## src/sbc_pkg.sv

```systemverilog
// constants for the sideband configuration access slave
package sbc_pkg;
  localparam int BYTE_W = 8;
  localparam logic [3:0] BITS_LAST = 4'h7;
  localparam logic [3:0] BITS_DONE = 4'h8;
  // upper four address bits (6..3); bits 2..0 come from the straps
  localparam logic [3:0] SMB_ADDR_HI = 4'hB;
  localparam logic [3:0] I2C_ADDR_HI = 4'h7;
  localparam logic [7:0] SMB_CMD_CFG = 8'h08;
  localparam logic [7:0] SMB_PORT_MAX = 8'h03;
  localparam logic [3:0] SMB_WR_BE = 4'h3;
  localparam logic [2:0] I2C_CMD_WRITE = 3'h3;
  // byte positions counted from the address byte
  localparam logic [3:0] IDX_ADDR = 4'h0;
  localparam logic [3:0] IDX_CMD = 4'h1;
  localparam logic [3:0] IDX_OFFSET = 4'h2;
  localparam logic [3:0] IDX_PORT = 4'h3;
  localparam logic [3:0] IDX_CMD_LAST = 4'h4;
  localparam logic [3:0] IDX_DATA_LAST = 4'h8;
  localparam logic [3:0] IDX_MAX = 4'hF;
  // field positions inside the i2c command bytes
  localparam int CMD_CODE_HI = 2;
  localparam int BE_HI = 5;
  localparam int BE_LO = 2;
  localparam int PSEL_HI_BIT = 0;
  localparam int PSEL_LO_BIT = 7;
  localparam int ADDR_HI_HI = 1;
  localparam logic [1:0] ADDR_LOW_ZERO = 2'h0;
  localparam logic [3:0] SMB_ADDR_PAD = 4'h0;
  localparam logic [15:0] SMB_DATA_PAD = 16'h0000;
  localparam logic [7:0] IDLE_BYTE = 8'hFF;
  // synchroniser reset: clock and data idle high, straps low
  localparam logic [4:0] SYNC_IDLE = 5'h18;
  typedef enum logic [2:0] {ST_IDLE, ST_RX, ST_ACK_WAIT, ST_ACK, ST_TX, ST_RACK, ST_SKIP} sbc_state_e;
endpackage : sbc_pkg

```

## src/sbc_sync.sv

```systemverilog
// two-flop synchroniser for pin inputs
`timescale 1ns/10ps
`default_nettype none
module sbc_sync #(
  parameter int W = 1,
  parameter logic [W-1:0] RST_VAL = '0
) (
  input wire logic ref_clk,
  input wire logic rst,
  input wire logic [W-1:0] din,
  output logic [W-1:0] dout
);
  logic [W-1:0] meta;
  always_ff @(posedge ref_clk) begin
    if (rst) begin
      // reset to the idle level so no false edge follows reset
      meta <= RST_VAL;
      dout <= RST_VAL;
    end else begin
      meta <= din;
      dout <= meta;
    end
  end
endmodule : sbc_sync
`default_nettype wire

```

## src/sbc_slave.sv

```systemverilog
// two-wire sideband slave giving config register access (smbus and i2c)
`timescale 1ns/10ps
`default_nettype none
module sbc_slave
  import sbc_pkg::*;
(
  input wire logic ref_clk,
  input wire logic rst,
  input wire logic sideband_serial_clock_pin,
  input wire logic sideband_serial_data_pin_in,
  output logic sideband_serial_data_pin_out,
  output logic sideband_serial_data_pin_oe,
  input wire logic [2:0] addr_strap,
  output logic cfg_wr_req,
  output logic cfg_rd_req,
  output logic [1:0] cfg_port,
  output logic [11:0] cfg_addr,
  output logic [3:0] cfg_be,
  output logic [31:0] cfg_wdata,
  input wire logic [31:0] cfg_rdata,
  input wire logic cfg_rd_valid
);
  logic scl_s, sda_s, scl_q, sda_q;
  logic [2:0] strap_s;
  sbc_sync #(.W(5), .RST_VAL(SYNC_IDLE)) u_sync (
    .ref_clk(ref_clk),
    .rst(rst),
    .din({sideband_serial_clock_pin, sideband_serial_data_pin_in, addr_strap}),
    .dout({scl_s, sda_s, strap_s})
  );

  sbc_state_e state, next_state;
  logic [3:0] bit_cnt, next_bit_cnt, byte_idx, next_byte_idx;
  logic [7:0] shreg, next_shreg, offset, next_offset, data_lo, next_data_lo;
  logic [7:0] cmd0, next_cmd0, cmd1, next_cmd1, cmd2, next_cmd2, cmd3, next_cmd3;
  logic [31:0] wbuf, next_wbuf, next_wdata;
  logic [15:0] rdata_q, next_rdata_q;
  logic oe, next_oe, ack, next_ack, tx_after, next_tx_after, skip, next_skip;
  logic mode_i2c, next_mode_i2c, armed, next_armed, rd_done, next_rd_done;
  logic cmd_ok, next_cmd_ok, tx_hi, next_tx_hi, next_wr_req, next_rd_req;
  logic [1:0] next_port;
  logic [11:0] next_addr;
  logic [3:0] next_be;
  logic scl_rise, scl_fall, start_c, stop_c;
  logic [7:0] rx_byte;
  logic [6:0] smb_addr, i2c_addr;

  assign scl_rise = scl_s & ~scl_q;
  assign scl_fall = ~scl_s & scl_q;
  assign start_c = scl_s & scl_q & sda_q & ~sda_s;
  assign stop_c = scl_s & scl_q & ~sda_q & sda_s;
  assign rx_byte = {shreg[6:0], sda_s};
  assign smb_addr = {SMB_ADDR_HI, strap_s};
  assign i2c_addr = {I2C_ADDR_HI, strap_s};

  always_comb begin
    next_state = state;
    next_bit_cnt = bit_cnt;
    next_byte_idx = byte_idx;
    next_shreg = shreg;
    next_offset = offset;
    next_data_lo = data_lo;
    next_cmd0 = cmd0;
    next_cmd1 = cmd1;
    next_cmd2 = cmd2;
    next_cmd3 = cmd3;
    next_wbuf = wbuf;
    next_rdata_q = rdata_q;
    next_oe = oe;
    next_ack = ack;
    next_tx_after = tx_after;
    next_skip = skip;
    next_mode_i2c = mode_i2c;
    next_armed = armed;
    next_rd_done = rd_done;
    next_cmd_ok = cmd_ok;
    next_tx_hi = tx_hi;
    next_wr_req = 1'b0;
    next_rd_req = 1'b0;
    next_port = cfg_port;
    next_addr = cfg_addr;
    next_be = cfg_be;
    next_wdata = cfg_wdata;
    // read data from the core; no link state gates this path
    if (cfg_rd_valid) begin
      next_rdata_q = cfg_rdata[15:0];
      next_rd_done = 1'b1;
    end
    if (stop_c) begin
      next_state = ST_IDLE;
      next_oe = 1'b0;
    end else if (start_c) begin
      // repeated start keeps the armed smbus offset for the read
      next_state = ST_RX;
      next_oe = 1'b0;
      next_bit_cnt = '0;
      next_byte_idx = IDX_ADDR;
    end else begin
      case (state)
        ST_RX: begin
          if (scl_rise) begin
            next_shreg = rx_byte;
            next_bit_cnt = bit_cnt + 4'h1;
            if (bit_cnt == BITS_LAST) begin
              next_state = ST_ACK_WAIT;
              next_ack = 1'b1;
              next_tx_after = 1'b0;
              next_skip = 1'b0;
              next_byte_idx = (byte_idx == IDX_MAX) ? IDX_MAX : byte_idx + 4'h1;
              if (byte_idx == IDX_ADDR) begin
                next_cmd_ok = 1'b0;
                if (rx_byte[7:1] == smb_addr) begin
                  next_mode_i2c = 1'b0;
                  if (rx_byte[0]) begin
                    next_ack = armed & rd_done;
                    next_skip = ~(armed & rd_done);
                    next_tx_after = armed & rd_done;
                    // a served read disarms; the next offset/port frame is a new read
                    next_armed = armed & ~rd_done;
                    next_shreg = rdata_q[7:0];
                    next_tx_hi = 1'b0;
                  end
                end else if (rx_byte[7:1] == i2c_addr) begin
                  // i2c register reads are not served here
                  next_mode_i2c = 1'b1;
                  next_ack = ~rx_byte[0];
                  next_skip = rx_byte[0];
                end else begin
                  next_ack = 1'b0;
                  next_skip = 1'b1;
                end
              end else if (!mode_i2c) begin
                if (byte_idx == IDX_CMD) begin
                  next_cmd_ok = (rx_byte == SMB_CMD_CFG);
                  next_ack = (rx_byte == SMB_CMD_CFG);
                end else if (!cmd_ok || byte_idx > IDX_PORT) begin
                  next_ack = 1'b0;
                end else if (byte_idx == IDX_OFFSET) begin
                  if (armed) next_data_lo = rx_byte;
                  else next_offset = rx_byte;
                end else if (armed) begin
                  next_wr_req = 1'b1;
                  next_armed = 1'b0;
                  next_addr = {SMB_ADDR_PAD, offset};
                  next_be = SMB_WR_BE;
                  next_wdata = {SMB_DATA_PAD, rx_byte, data_lo};
                end else if (rx_byte <= SMB_PORT_MAX) begin
                  next_port = rx_byte[1:0];
                  next_addr = {SMB_ADDR_PAD, offset};
                  next_armed = 1'b1;
                  next_rd_req = 1'b1;
                  next_rd_done = 1'b0;
                end else begin
                  next_ack = 1'b0;
                  next_armed = 1'b0;
                end
              end else begin
                case (byte_idx)
                  IDX_CMD: next_cmd0 = rx_byte;
                  IDX_OFFSET: next_cmd1 = rx_byte;
                  IDX_PORT: next_cmd2 = rx_byte;
                  IDX_CMD_LAST: next_cmd3 = rx_byte;
                  default: next_wbuf = {wbuf[23:0], rx_byte};
                endcase
                if (byte_idx > IDX_DATA_LAST) begin
                  next_ack = 1'b0;
                end else if (byte_idx == IDX_DATA_LAST &&
                             cmd0[CMD_CODE_HI:0] == I2C_CMD_WRITE) begin
                  next_wr_req = 1'b1;
                  next_port = {cmd1[PSEL_HI_BIT], cmd2[PSEL_LO_BIT]};
                  next_addr = {cmd2[ADDR_HI_HI:0], cmd3, ADDR_LOW_ZERO};
                  next_be = cmd2[BE_HI:BE_LO];
                  next_wdata = {wbuf[23:0], rx_byte};
                end
              end
            end
          end
        end
        ST_ACK_WAIT: begin
          if (scl_fall) begin
            next_oe = ack;
            next_state = ST_ACK;
          end
        end
        ST_ACK: begin
          if (scl_fall) begin
            next_bit_cnt = '0;
            if (tx_after) begin
              next_oe = ~shreg[7];
              next_state = ST_TX;
            end else begin
              next_oe = 1'b0;
              next_state = skip ? ST_SKIP : ST_RX;
            end
          end
        end
        ST_TX: begin
          if (scl_rise) next_bit_cnt = bit_cnt + 4'h1;
          if (scl_fall) begin
            if (bit_cnt == BITS_DONE) begin
              next_oe = 1'b0;
              next_state = ST_RACK;
            end else begin
              next_shreg = {shreg[6:0], 1'b0};
              next_oe = ~shreg[6];
            end
          end
        end
        ST_RACK: begin
          if (scl_rise) begin
            if (sda_s) begin
              next_state = ST_SKIP;
            end else begin
              // a master that acks past byte two only sees released sda
              next_shreg = tx_hi ? IDLE_BYTE : rdata_q[15:8];
              next_tx_hi = 1'b1;
              next_tx_after = 1'b1;
              next_state = ST_ACK;
            end
          end
        end
        ST_SKIP: next_oe = 1'b0;
        default: next_state = ST_IDLE;
      endcase
    end
  end

  always_ff @(posedge ref_clk) begin
    if (rst) begin
      state <= ST_IDLE;
      scl_q <= 1'b1;
      sda_q <= 1'b1;
      bit_cnt <= '0;
      byte_idx <= '0;
      shreg <= '0;
      offset <= '0;
      data_lo <= '0;
      cmd0 <= '0;
      cmd1 <= '0;
      cmd2 <= '0;
      cmd3 <= '0;
      wbuf <= '0;
      rdata_q <= '0;
      oe <= 1'b0;
      ack <= 1'b0;
      tx_after <= 1'b0;
      skip <= 1'b0;
      mode_i2c <= 1'b0;
      armed <= 1'b0;
      rd_done <= 1'b0;
      cmd_ok <= 1'b0;
      tx_hi <= 1'b0;
      cfg_wr_req <= 1'b0;
      cfg_rd_req <= 1'b0;
      cfg_port <= '0;
      cfg_addr <= '0;
      cfg_be <= '0;
      cfg_wdata <= '0;
      sideband_serial_data_pin_out <= 1'b0;
      sideband_serial_data_pin_oe <= 1'b0;
    end else begin
      state <= next_state;
      scl_q <= scl_s;
      sda_q <= sda_s;
      bit_cnt <= next_bit_cnt;
      byte_idx <= next_byte_idx;
      shreg <= next_shreg;
      offset <= next_offset;
      data_lo <= next_data_lo;
      cmd0 <= next_cmd0;
      cmd1 <= next_cmd1;
      cmd2 <= next_cmd2;
      cmd3 <= next_cmd3;
      wbuf <= next_wbuf;
      rdata_q <= next_rdata_q;
      oe <= next_oe;
      ack <= next_ack;
      tx_after <= next_tx_after;
      skip <= next_skip;
      mode_i2c <= next_mode_i2c;
      armed <= next_armed;
      rd_done <= next_rd_done;
      cmd_ok <= next_cmd_ok;
      tx_hi <= next_tx_hi;
      cfg_wr_req <= next_wr_req;
      cfg_rd_req <= next_rd_req;
      cfg_port <= next_port;
      cfg_addr <= next_addr;
      cfg_be <= next_be;
      cfg_wdata <= next_wdata;
      // open drain: only ever pulls low
      sideband_serial_data_pin_out <= 1'b0;
      sideband_serial_data_pin_oe <= next_oe;
    end
  end

  chk_ack_drive: assert property (@(posedge ref_clk) disable iff (rst)
    (state == ST_ACK_WAIT && scl_fall && !stop_c && !start_c) |=> (sideband_serial_data_pin_oe == ack))
    else $error("ack bit not driven as decided");
  chk_addr_match: assert property (@(posedge ref_clk) disable iff (rst)
    // a served read has already swapped the address for read data
    (state == ST_ACK && ack && !tx_after && byte_idx == IDX_CMD) |->
    (mode_i2c ? (shreg[7:1] == i2c_addr) : (shreg[7:1] == smb_addr)))
    else $error("acked an address that is not ours");
  chk_extra_nack: assert property (@(posedge ref_clk) disable iff (rst)
    // byte_idx already counts the byte whose ack is pending
    (state == ST_ACK_WAIT && mode_i2c && byte_idx > IDX_DATA_LAST + 4'h1) |-> !ack)
    else $error("extra i2c data byte acknowledged");
  chk_bad_cmd: assert property (@(posedge ref_clk) disable iff (rst)
    (cfg_wr_req && mode_i2c) |-> ($past(cmd0[CMD_CODE_HI:0]) == I2C_CMD_WRITE))
    else $error("write issued for invalid command");
  chk_be_gate: assert property (@(posedge ref_clk) disable iff (rst)
    (cfg_wr_req && mode_i2c) |->
    (cfg_be == cmd2[BE_HI:BE_LO] && cfg_addr == {cmd2[ADDR_HI_HI:0], cmd3, ADDR_LOW_ZERO}))
    else $error("byte enables or address wrong");
  chk_byte_order: assert property (@(posedge ref_clk) disable iff (rst)
    (cfg_wr_req && mode_i2c) |-> (cfg_wdata[31:8] == $past(wbuf[23:0])))
    else $error("i2c data bytes out of order");
  chk_port_range: assert property (@(posedge ref_clk) disable iff (rst)
    cfg_rd_req |-> ($past(rx_byte) <= SMB_PORT_MAX && armed))
    else $error("read issued for reserved port");
  chk_read_release: assert property (@(posedge ref_clk) disable iff (rst)
    (state == ST_RACK) |-> !sideband_serial_data_pin_oe)
    else $error("sda held during master ack");
  chk_req_pulse: assert property (@(posedge ref_clk) disable iff (rst)
    cfg_wr_req |=> !cfg_wr_req ##1 !cfg_wr_req)
    else $error("write request longer than a pulse");
endmodule : sbc_slave
`default_nettype wire

```

## config.mk

```make
export PLATFORM = sky130hd
export DESIGN_NAME = sbc_slave
export DESIGN_NICKNAME = d
export VERILOG_FILES = /design/src/sbc_pkg.sv /design/src/sbc_sync.sv /design/src/sbc_slave.sv
export SDC_FILE = /design/constraint.sdc
export NUM_CORES = 1
export LEC_CHECK = 0
export BUFFER_PORTS_ARGS = -buffer_cell sky130_fd_sc_hd__buf_2
export CORE_MARGIN = 1
export CORE_UTILIZATION = 62
export DETAILED_ROUTE_END_ITERATION = 12
export HOLD_SLACK_MARGIN = 0.05
export PLACE_DENSITY = 0.85
export SLEW_MARGIN = 20
export SYNTH_ARGS = -nofsm -noshare
export SYNTH_HDL_FRONTEND = slang
export SYNTH_SLANG_ARGS = --single-unit
```

## constraint.sdc

```tcl
create_clock -name ref_clk -period 6.35 [get_ports ref_clk]
set_input_delay 1.905 -clock ref_clk [delete_from_list [all_inputs] [get_ports ref_clk]]
set_output_delay 1.905 -clock ref_clk [all_outputs]
set_load 0.01 [all_outputs]
```

==> After elaboration in Yosys (flattened, before gate mapping) <==
Cells that the tools add are included.
{ "classes": {"n_bitwise": 29, "mux": 130, "magnitude_cmp": 3, "eq_ne": 51, "n_reduce_logical": 44, "add_sub_neg": 2} }
{ "ops": {"columns": ["operator", "count"], "rows": [
  ["2-to-1 mux 32 bit", 7],
  ["2-to-1 mux 12 bit", 8],
  ["2-to-1 mux 8 bit", 10],
  ["2-to-1 mux 1 bit", 66],
  ["AND reduction 8 bit", 8],
  ["2-to-1 mux 4 bit", 15],
  ["!= test 2 bit, second input constant", 20],
  ["AND reduction 11 bit", 3],
  ["2-to-1 mux 3 bit", 10],
  ["case mux 8 bit (3 select lines)", 1],
  ["AND reduction 12 bit", 2],
  ["!= test 3 bit, second input constant", 7],
  ["AND reduction 7 bit", 3],
  ["NOT 1 bit", 20],
  ["case mux 3 bit (6 select lines)", 1],
  ["2-to-1 mux 2 bit", 8],
  ["nonzero test 2 bit", 8],
  ["AND reduction 13 bit", 1],
  ["== test 4 bit, second input constant", 3],
  ["AND reduction 4 bit", 3],
  ["OR reduction 11 bit", 1],
  ["!= test 2 x 1 -> 1 bit, second input constant", 5],
  ["AND reduction 10 bit", 1],
  ["AND 1 bit", 9],
  ["other kinds (28)", 39]
]} }
{ "totals": {"elab_cells": 291, "input_bits": 40, "regBits": 168} }

==> Logic depth before layout (Yosys ltp) <==
{ "logic_depth": {"word_depth": 13, "depth_mapped": 10} }

==> Modules after synthesis <==
From an unflattened synthesis, not the netlist that was laid out.
{ "unflattened": {"cells_unflattened": 788, "area_unflattened_um2": 7284.5} }
{ "by_module_without_submodules": {"columns": ["module", "seq_area_each_um2", "area_each_um2", "cells_each", "n_inst"], "rows": [
  ["sbc_slave", 3143.0, 7021.7, 768, 1],
  ["sbc_sync", 200.2, 262.8, 20, 1]
]} }

==> Least setup slack after synthesis <==
No wires, ideal clock.
{ "synth_timing": {"path_type": "input port to flip-flop", "startpoint": "in cfg_rd_valid", "endpoint": "reg rdata_q[6]", "arrival_ns": 2.982, "cell_stages": 4, "setup_slack_ns": 3.240, "setup_ns": 0.128, "cell_sequence": "clkbuf_1 clkbuf_1 mux2i_1 nor2_1"} }
{ "synth_rtl": {"columns": ["element", "line_no", "text"], "rows": [
  ["start: declaration", "sbc_slave.sv:21", "input wire logic cfg_rd_valid"],
  ["end signal: assignment", "sbc_slave.sv:275", "rdata_q <= next_rdata_q;"],
  ["end: declaration", "sbc_slave.sv:37", "logic [15:0] rdata_q, next_rdata_q;"]
]} }

==> Worst setup path in the final report <==
{ "layout_timing": {"startpoint": "reg state[0]", "endpoint": "reg cfg_wdata[18]"} }
{ "layout_via": {"elab_chain_cells": 2} }
{ "layout_lines": {"columns": ["element", "line_no", "text"], "rows": [
  ["start: declaration", "sbc_slave.sv:32", "sbc_state_e state, next_state;"],
  ["start signal: assignment", "sbc_slave.sv:262", "state <= next_state;"],
  ["== test 3 x 1 -> 1 bit", "sbc_slave.sv:99", "case (state)"],
  ["AND reduction 12 bit (no source line)", null, null],
  ["end signal: assignment", "sbc_slave.sv:290", "cfg_wdata <= next_wdata;"],
  ["end: declaration", "sbc_slave.sv:19", "output logic [31:0] cfg_wdata,"]
]} }
No other way between the ends.
A chain may end at the register's enable or synchronous reset.

==> results.md <==
* DP Worst Slack at around 2.6 ns
* Met2 usage at a little under half
* Die ar. at between 0.01 and 0.015 mm^2
* Core area at around 0.011 mm^2
* Top FF cell, synth: dfxtp_1
* Achievable Freq at ~280 MHz
* Period minus WS final at 3.59 ns
* Critical Path End Type: flop
* Final worst slack at about 2.8 ns
* I/O pins at 94
* Post-synth EDFFs at 0
* Clock Path Buffers at 2
* Gates resized, CTS repair at 0
* Synth warnings at 0
* Crit share post-route at 56.5%
* Status: finished, final reports clean
* DRC Markers at 0
* Cell variety after synth at 78
* Hold depth at 1
* Max-slew violations at 0
* P per Cell Area at approximately 260 mW/mm^2
* Synth Cell Area at around 0.0073 mm^2
* Die span in y at roughly 110 um
* Synth Register Bits at 167
* Layout cell share with drive strength beyond 1 at approximately 20%
* Register-to-Register Path Depth at 5
* VDD IR max at 0.193 mV
* RR Startpoint: state[0]
* Post-synth top area share at between 40% and 50%
* Starting DRT DRC Count at around 650
* Setup bufs post-CTS at 0
* Vias in the first global route at between 5,000 and 6,000
* Sink Count at 167
* Cell family with most CP delay: simple AND/OR/NAND/NOR gates
* Register area share after synthesis at about 46%
* Initial antenna violation count at 0
* Max FO, Critical Path at 32
* Worst skew pair latency at ~0.44 ns
* Clock slew at reported path FFs at approximately 0.06 ns
* Antenna Diode Count at 0
* Die X at about 110 um
* Buf+Inv Stages, Crit Path at 0
* First-pass GRT wire length at around 28 mm
* Crit path DAT at just under 4 ns
* Fin nets at around 860
* Ranking of synthesized cells by area: dfxtp_1 (46%), mux2i_1 (11%), nor2_1 (5.5%)
* Worst hold path class: flop to flop
* Input/output buffers at 76
* DR vias/cell at slightly above 6
* # rows at 39
* M3 GR Usage at ~5.3%
* WP data required at approximately 6.7 ns
* Largest net degree at the start of global routing at 76
* Syn Nets at just over 800
* Area leader, netlist: dfxtp_1
* Final setup viols at 0
* Antenna-violating nets left at 0
* Worst path slowest cell: dfxtp_1
* Most frequent cells after synthesis: dfxtp_1 (167), nor2_1 (108), mux2i_1 (84), nand2_1 (58), clkbuf_1 (35)
* Fin Clk Skew at between 0.01 and 0.015 ns
* GRT busiest layer: met2
* Post-Route WL at roughly 17 mm
* GR Overflow Total at 0
* Worst Max-Slew Pin Slew at about 1.1 ns
* CTS Buf Count at 17
* Slowest Stage Delay on Critical Path at 1.02 ns
* Critical path depth at 5
* Leakage at 3.50 nW
* Unrepaired setup endpoints after global routing: false
* CP Class: flop to flop
* Worst-path cell chain: nor3b_2 > and3_1 > o2111a_1 > nor2_2 > a22o_1
* Synth Instances at roughly 770
* CTS H-Tree Depth at 4
* Fin. Hold Viols at 0
* R2R setup slack at 2.76 ns
* Hold slack at 0.417 ns
* WL/cell at about 17 um
* Setup total negative slack at 0 ns
* Drt pass-1 iters at 5
* End of the worst register-to-register path: cfg_wdata[18]
* Hold_sp: u_sync.meta[3]
* Ys async rst share at 0%
* GR Util met1 at a little under two fifths
* Detailed placement HPWL at about 11 mm
* Routability Congestion at about 0.90
* Most common cell in the synthesized netlist: dfxtp_1
* Clock Tree Root: clkbuf_16
* Max-cap violations at 0
* Rel. slew slack at a little under 30%
* # hold bufs at CTS at 0
* Initial Utilization at 63.9%
* Gr usage total at ~29%
* Hold Path Sink: u_sync.dout[3]
* Area delta synth->final at 12.2%
* Startpoint Class: flop
* Routed via count at between 5,000 and 6,000
* TritonCTS clock tree: done
* Post-Syn Area per Cell at ~9.5 um^2
==> cell families after synthesis <==
kind of cell / Yosys count / share of synthesized area, %
AOI/OAI and AO/OA: 146 / 14.8
xor gates and xnor gates: 7 / 0.837
adders and majority gates: 6 / 1.03
buffers and inverters: 75 / 4.65
DFF: 167 / 45.7
muxes: 97 / 13.5
other: 1 / 0.0512
and+or+nand+nor: 274 / 19.5
==> layout by cell type, fill, tap and decap left out, types with 12 or more instances in the layout <==
| cell | n |
|---|---|
| nor2_1 | 108 |
| mux2i_1 | 84 |
| mux2_2 | 13 |
| nand2_1 | 58 |
| o211ai_1 | 12 |
| nor2b_1 | 15 |
| nand3_1 | 13 |
| clkbuf_16 | 17 |
| a22o_1 | 18 |
| buf_2 | 75 |
| o21ai_0 | 18 |
| dfxtp_1 | 166 |
| nor3_1 | 14 |
| a21oi_1 | 33 |
==> report_power, final <==
part	switching (mW)	total, mW	leakage [nW]	internal, mW
Clock	0.432	1.01	0.278	0.582
Combinational	0.0494	0.0766	1.87	0.0271
Sequential	0.00769	1.07	1.35	1.06
Total	0.489	2.16	3.50	1.67
==> metrics by stage <==
step           power, mW  instance area [um^2]  util [%]  instances
3_5_place_dp        1.16                  7630      66.6        934
2_1_floorplan       1.15                  7320         -        773
3_3_place_gp        1.16                  7630      66.6        934
5_1_grt             2.21                  8210      71.6        966
4_1_cts             2.16                  8210      71.6        966
6_report            2.16                  8210      71.6        966
==> registers in the layout, indices dropped and copies added, names as in the netlist, 5 cells and up <==
| signal | cells |
|---|---|
| wbuf | 24 |
| u_sync.meta | 5 |
| cmd2 | 7 |
| cmd3 | 8 |
| cfg_addr | 12 |
| data_lo | 8 |
| offset | 8 |
| shreg | 8 |
| cfg_wdata | 32 |
| rdata_q | 16 |
| u_sync.dout | 5 |
==> per-layer routing <==
| layer | routed length, um | vias up |
|---|---|---|
| li1 | - | 2830 |
| met3 | 1030 | 44 |
| met5 | 0 | - |
| met1 | 7260 | 2841 |
| met4 | 399 | 0 |
| met2 | 8130 | 232 |
==> how the worst max path moves through the flow <==
| stage | from | to | slack [ns] |
|---|---|---|---|
| floorplan | cfg_rd_valid | rdata_q[6] | 3.24 |
| global placement | rst | state[2] | 2.65 |
| detailed placement | rst | state[2] | 2.56 |
| CTS | state[0] | cfg_wdata[21] | 2.88 |
| global route | state[0] | cfg_wdata[29] | 2.54 |
| finish | state[0] | cfg_wdata[18] | 2.76 |
==> layout make-up <==
type	count	area (um^2)
clock buffers	18	429
clock inverters	14	153
fillers	817	3250
inverters	11	41.3
multi-input cells	531	3640
flip-flops and latches	167	3340
well taps	143	179
repair buffers	82	428
Note: power is estimated with default switching activity, not from simulation.
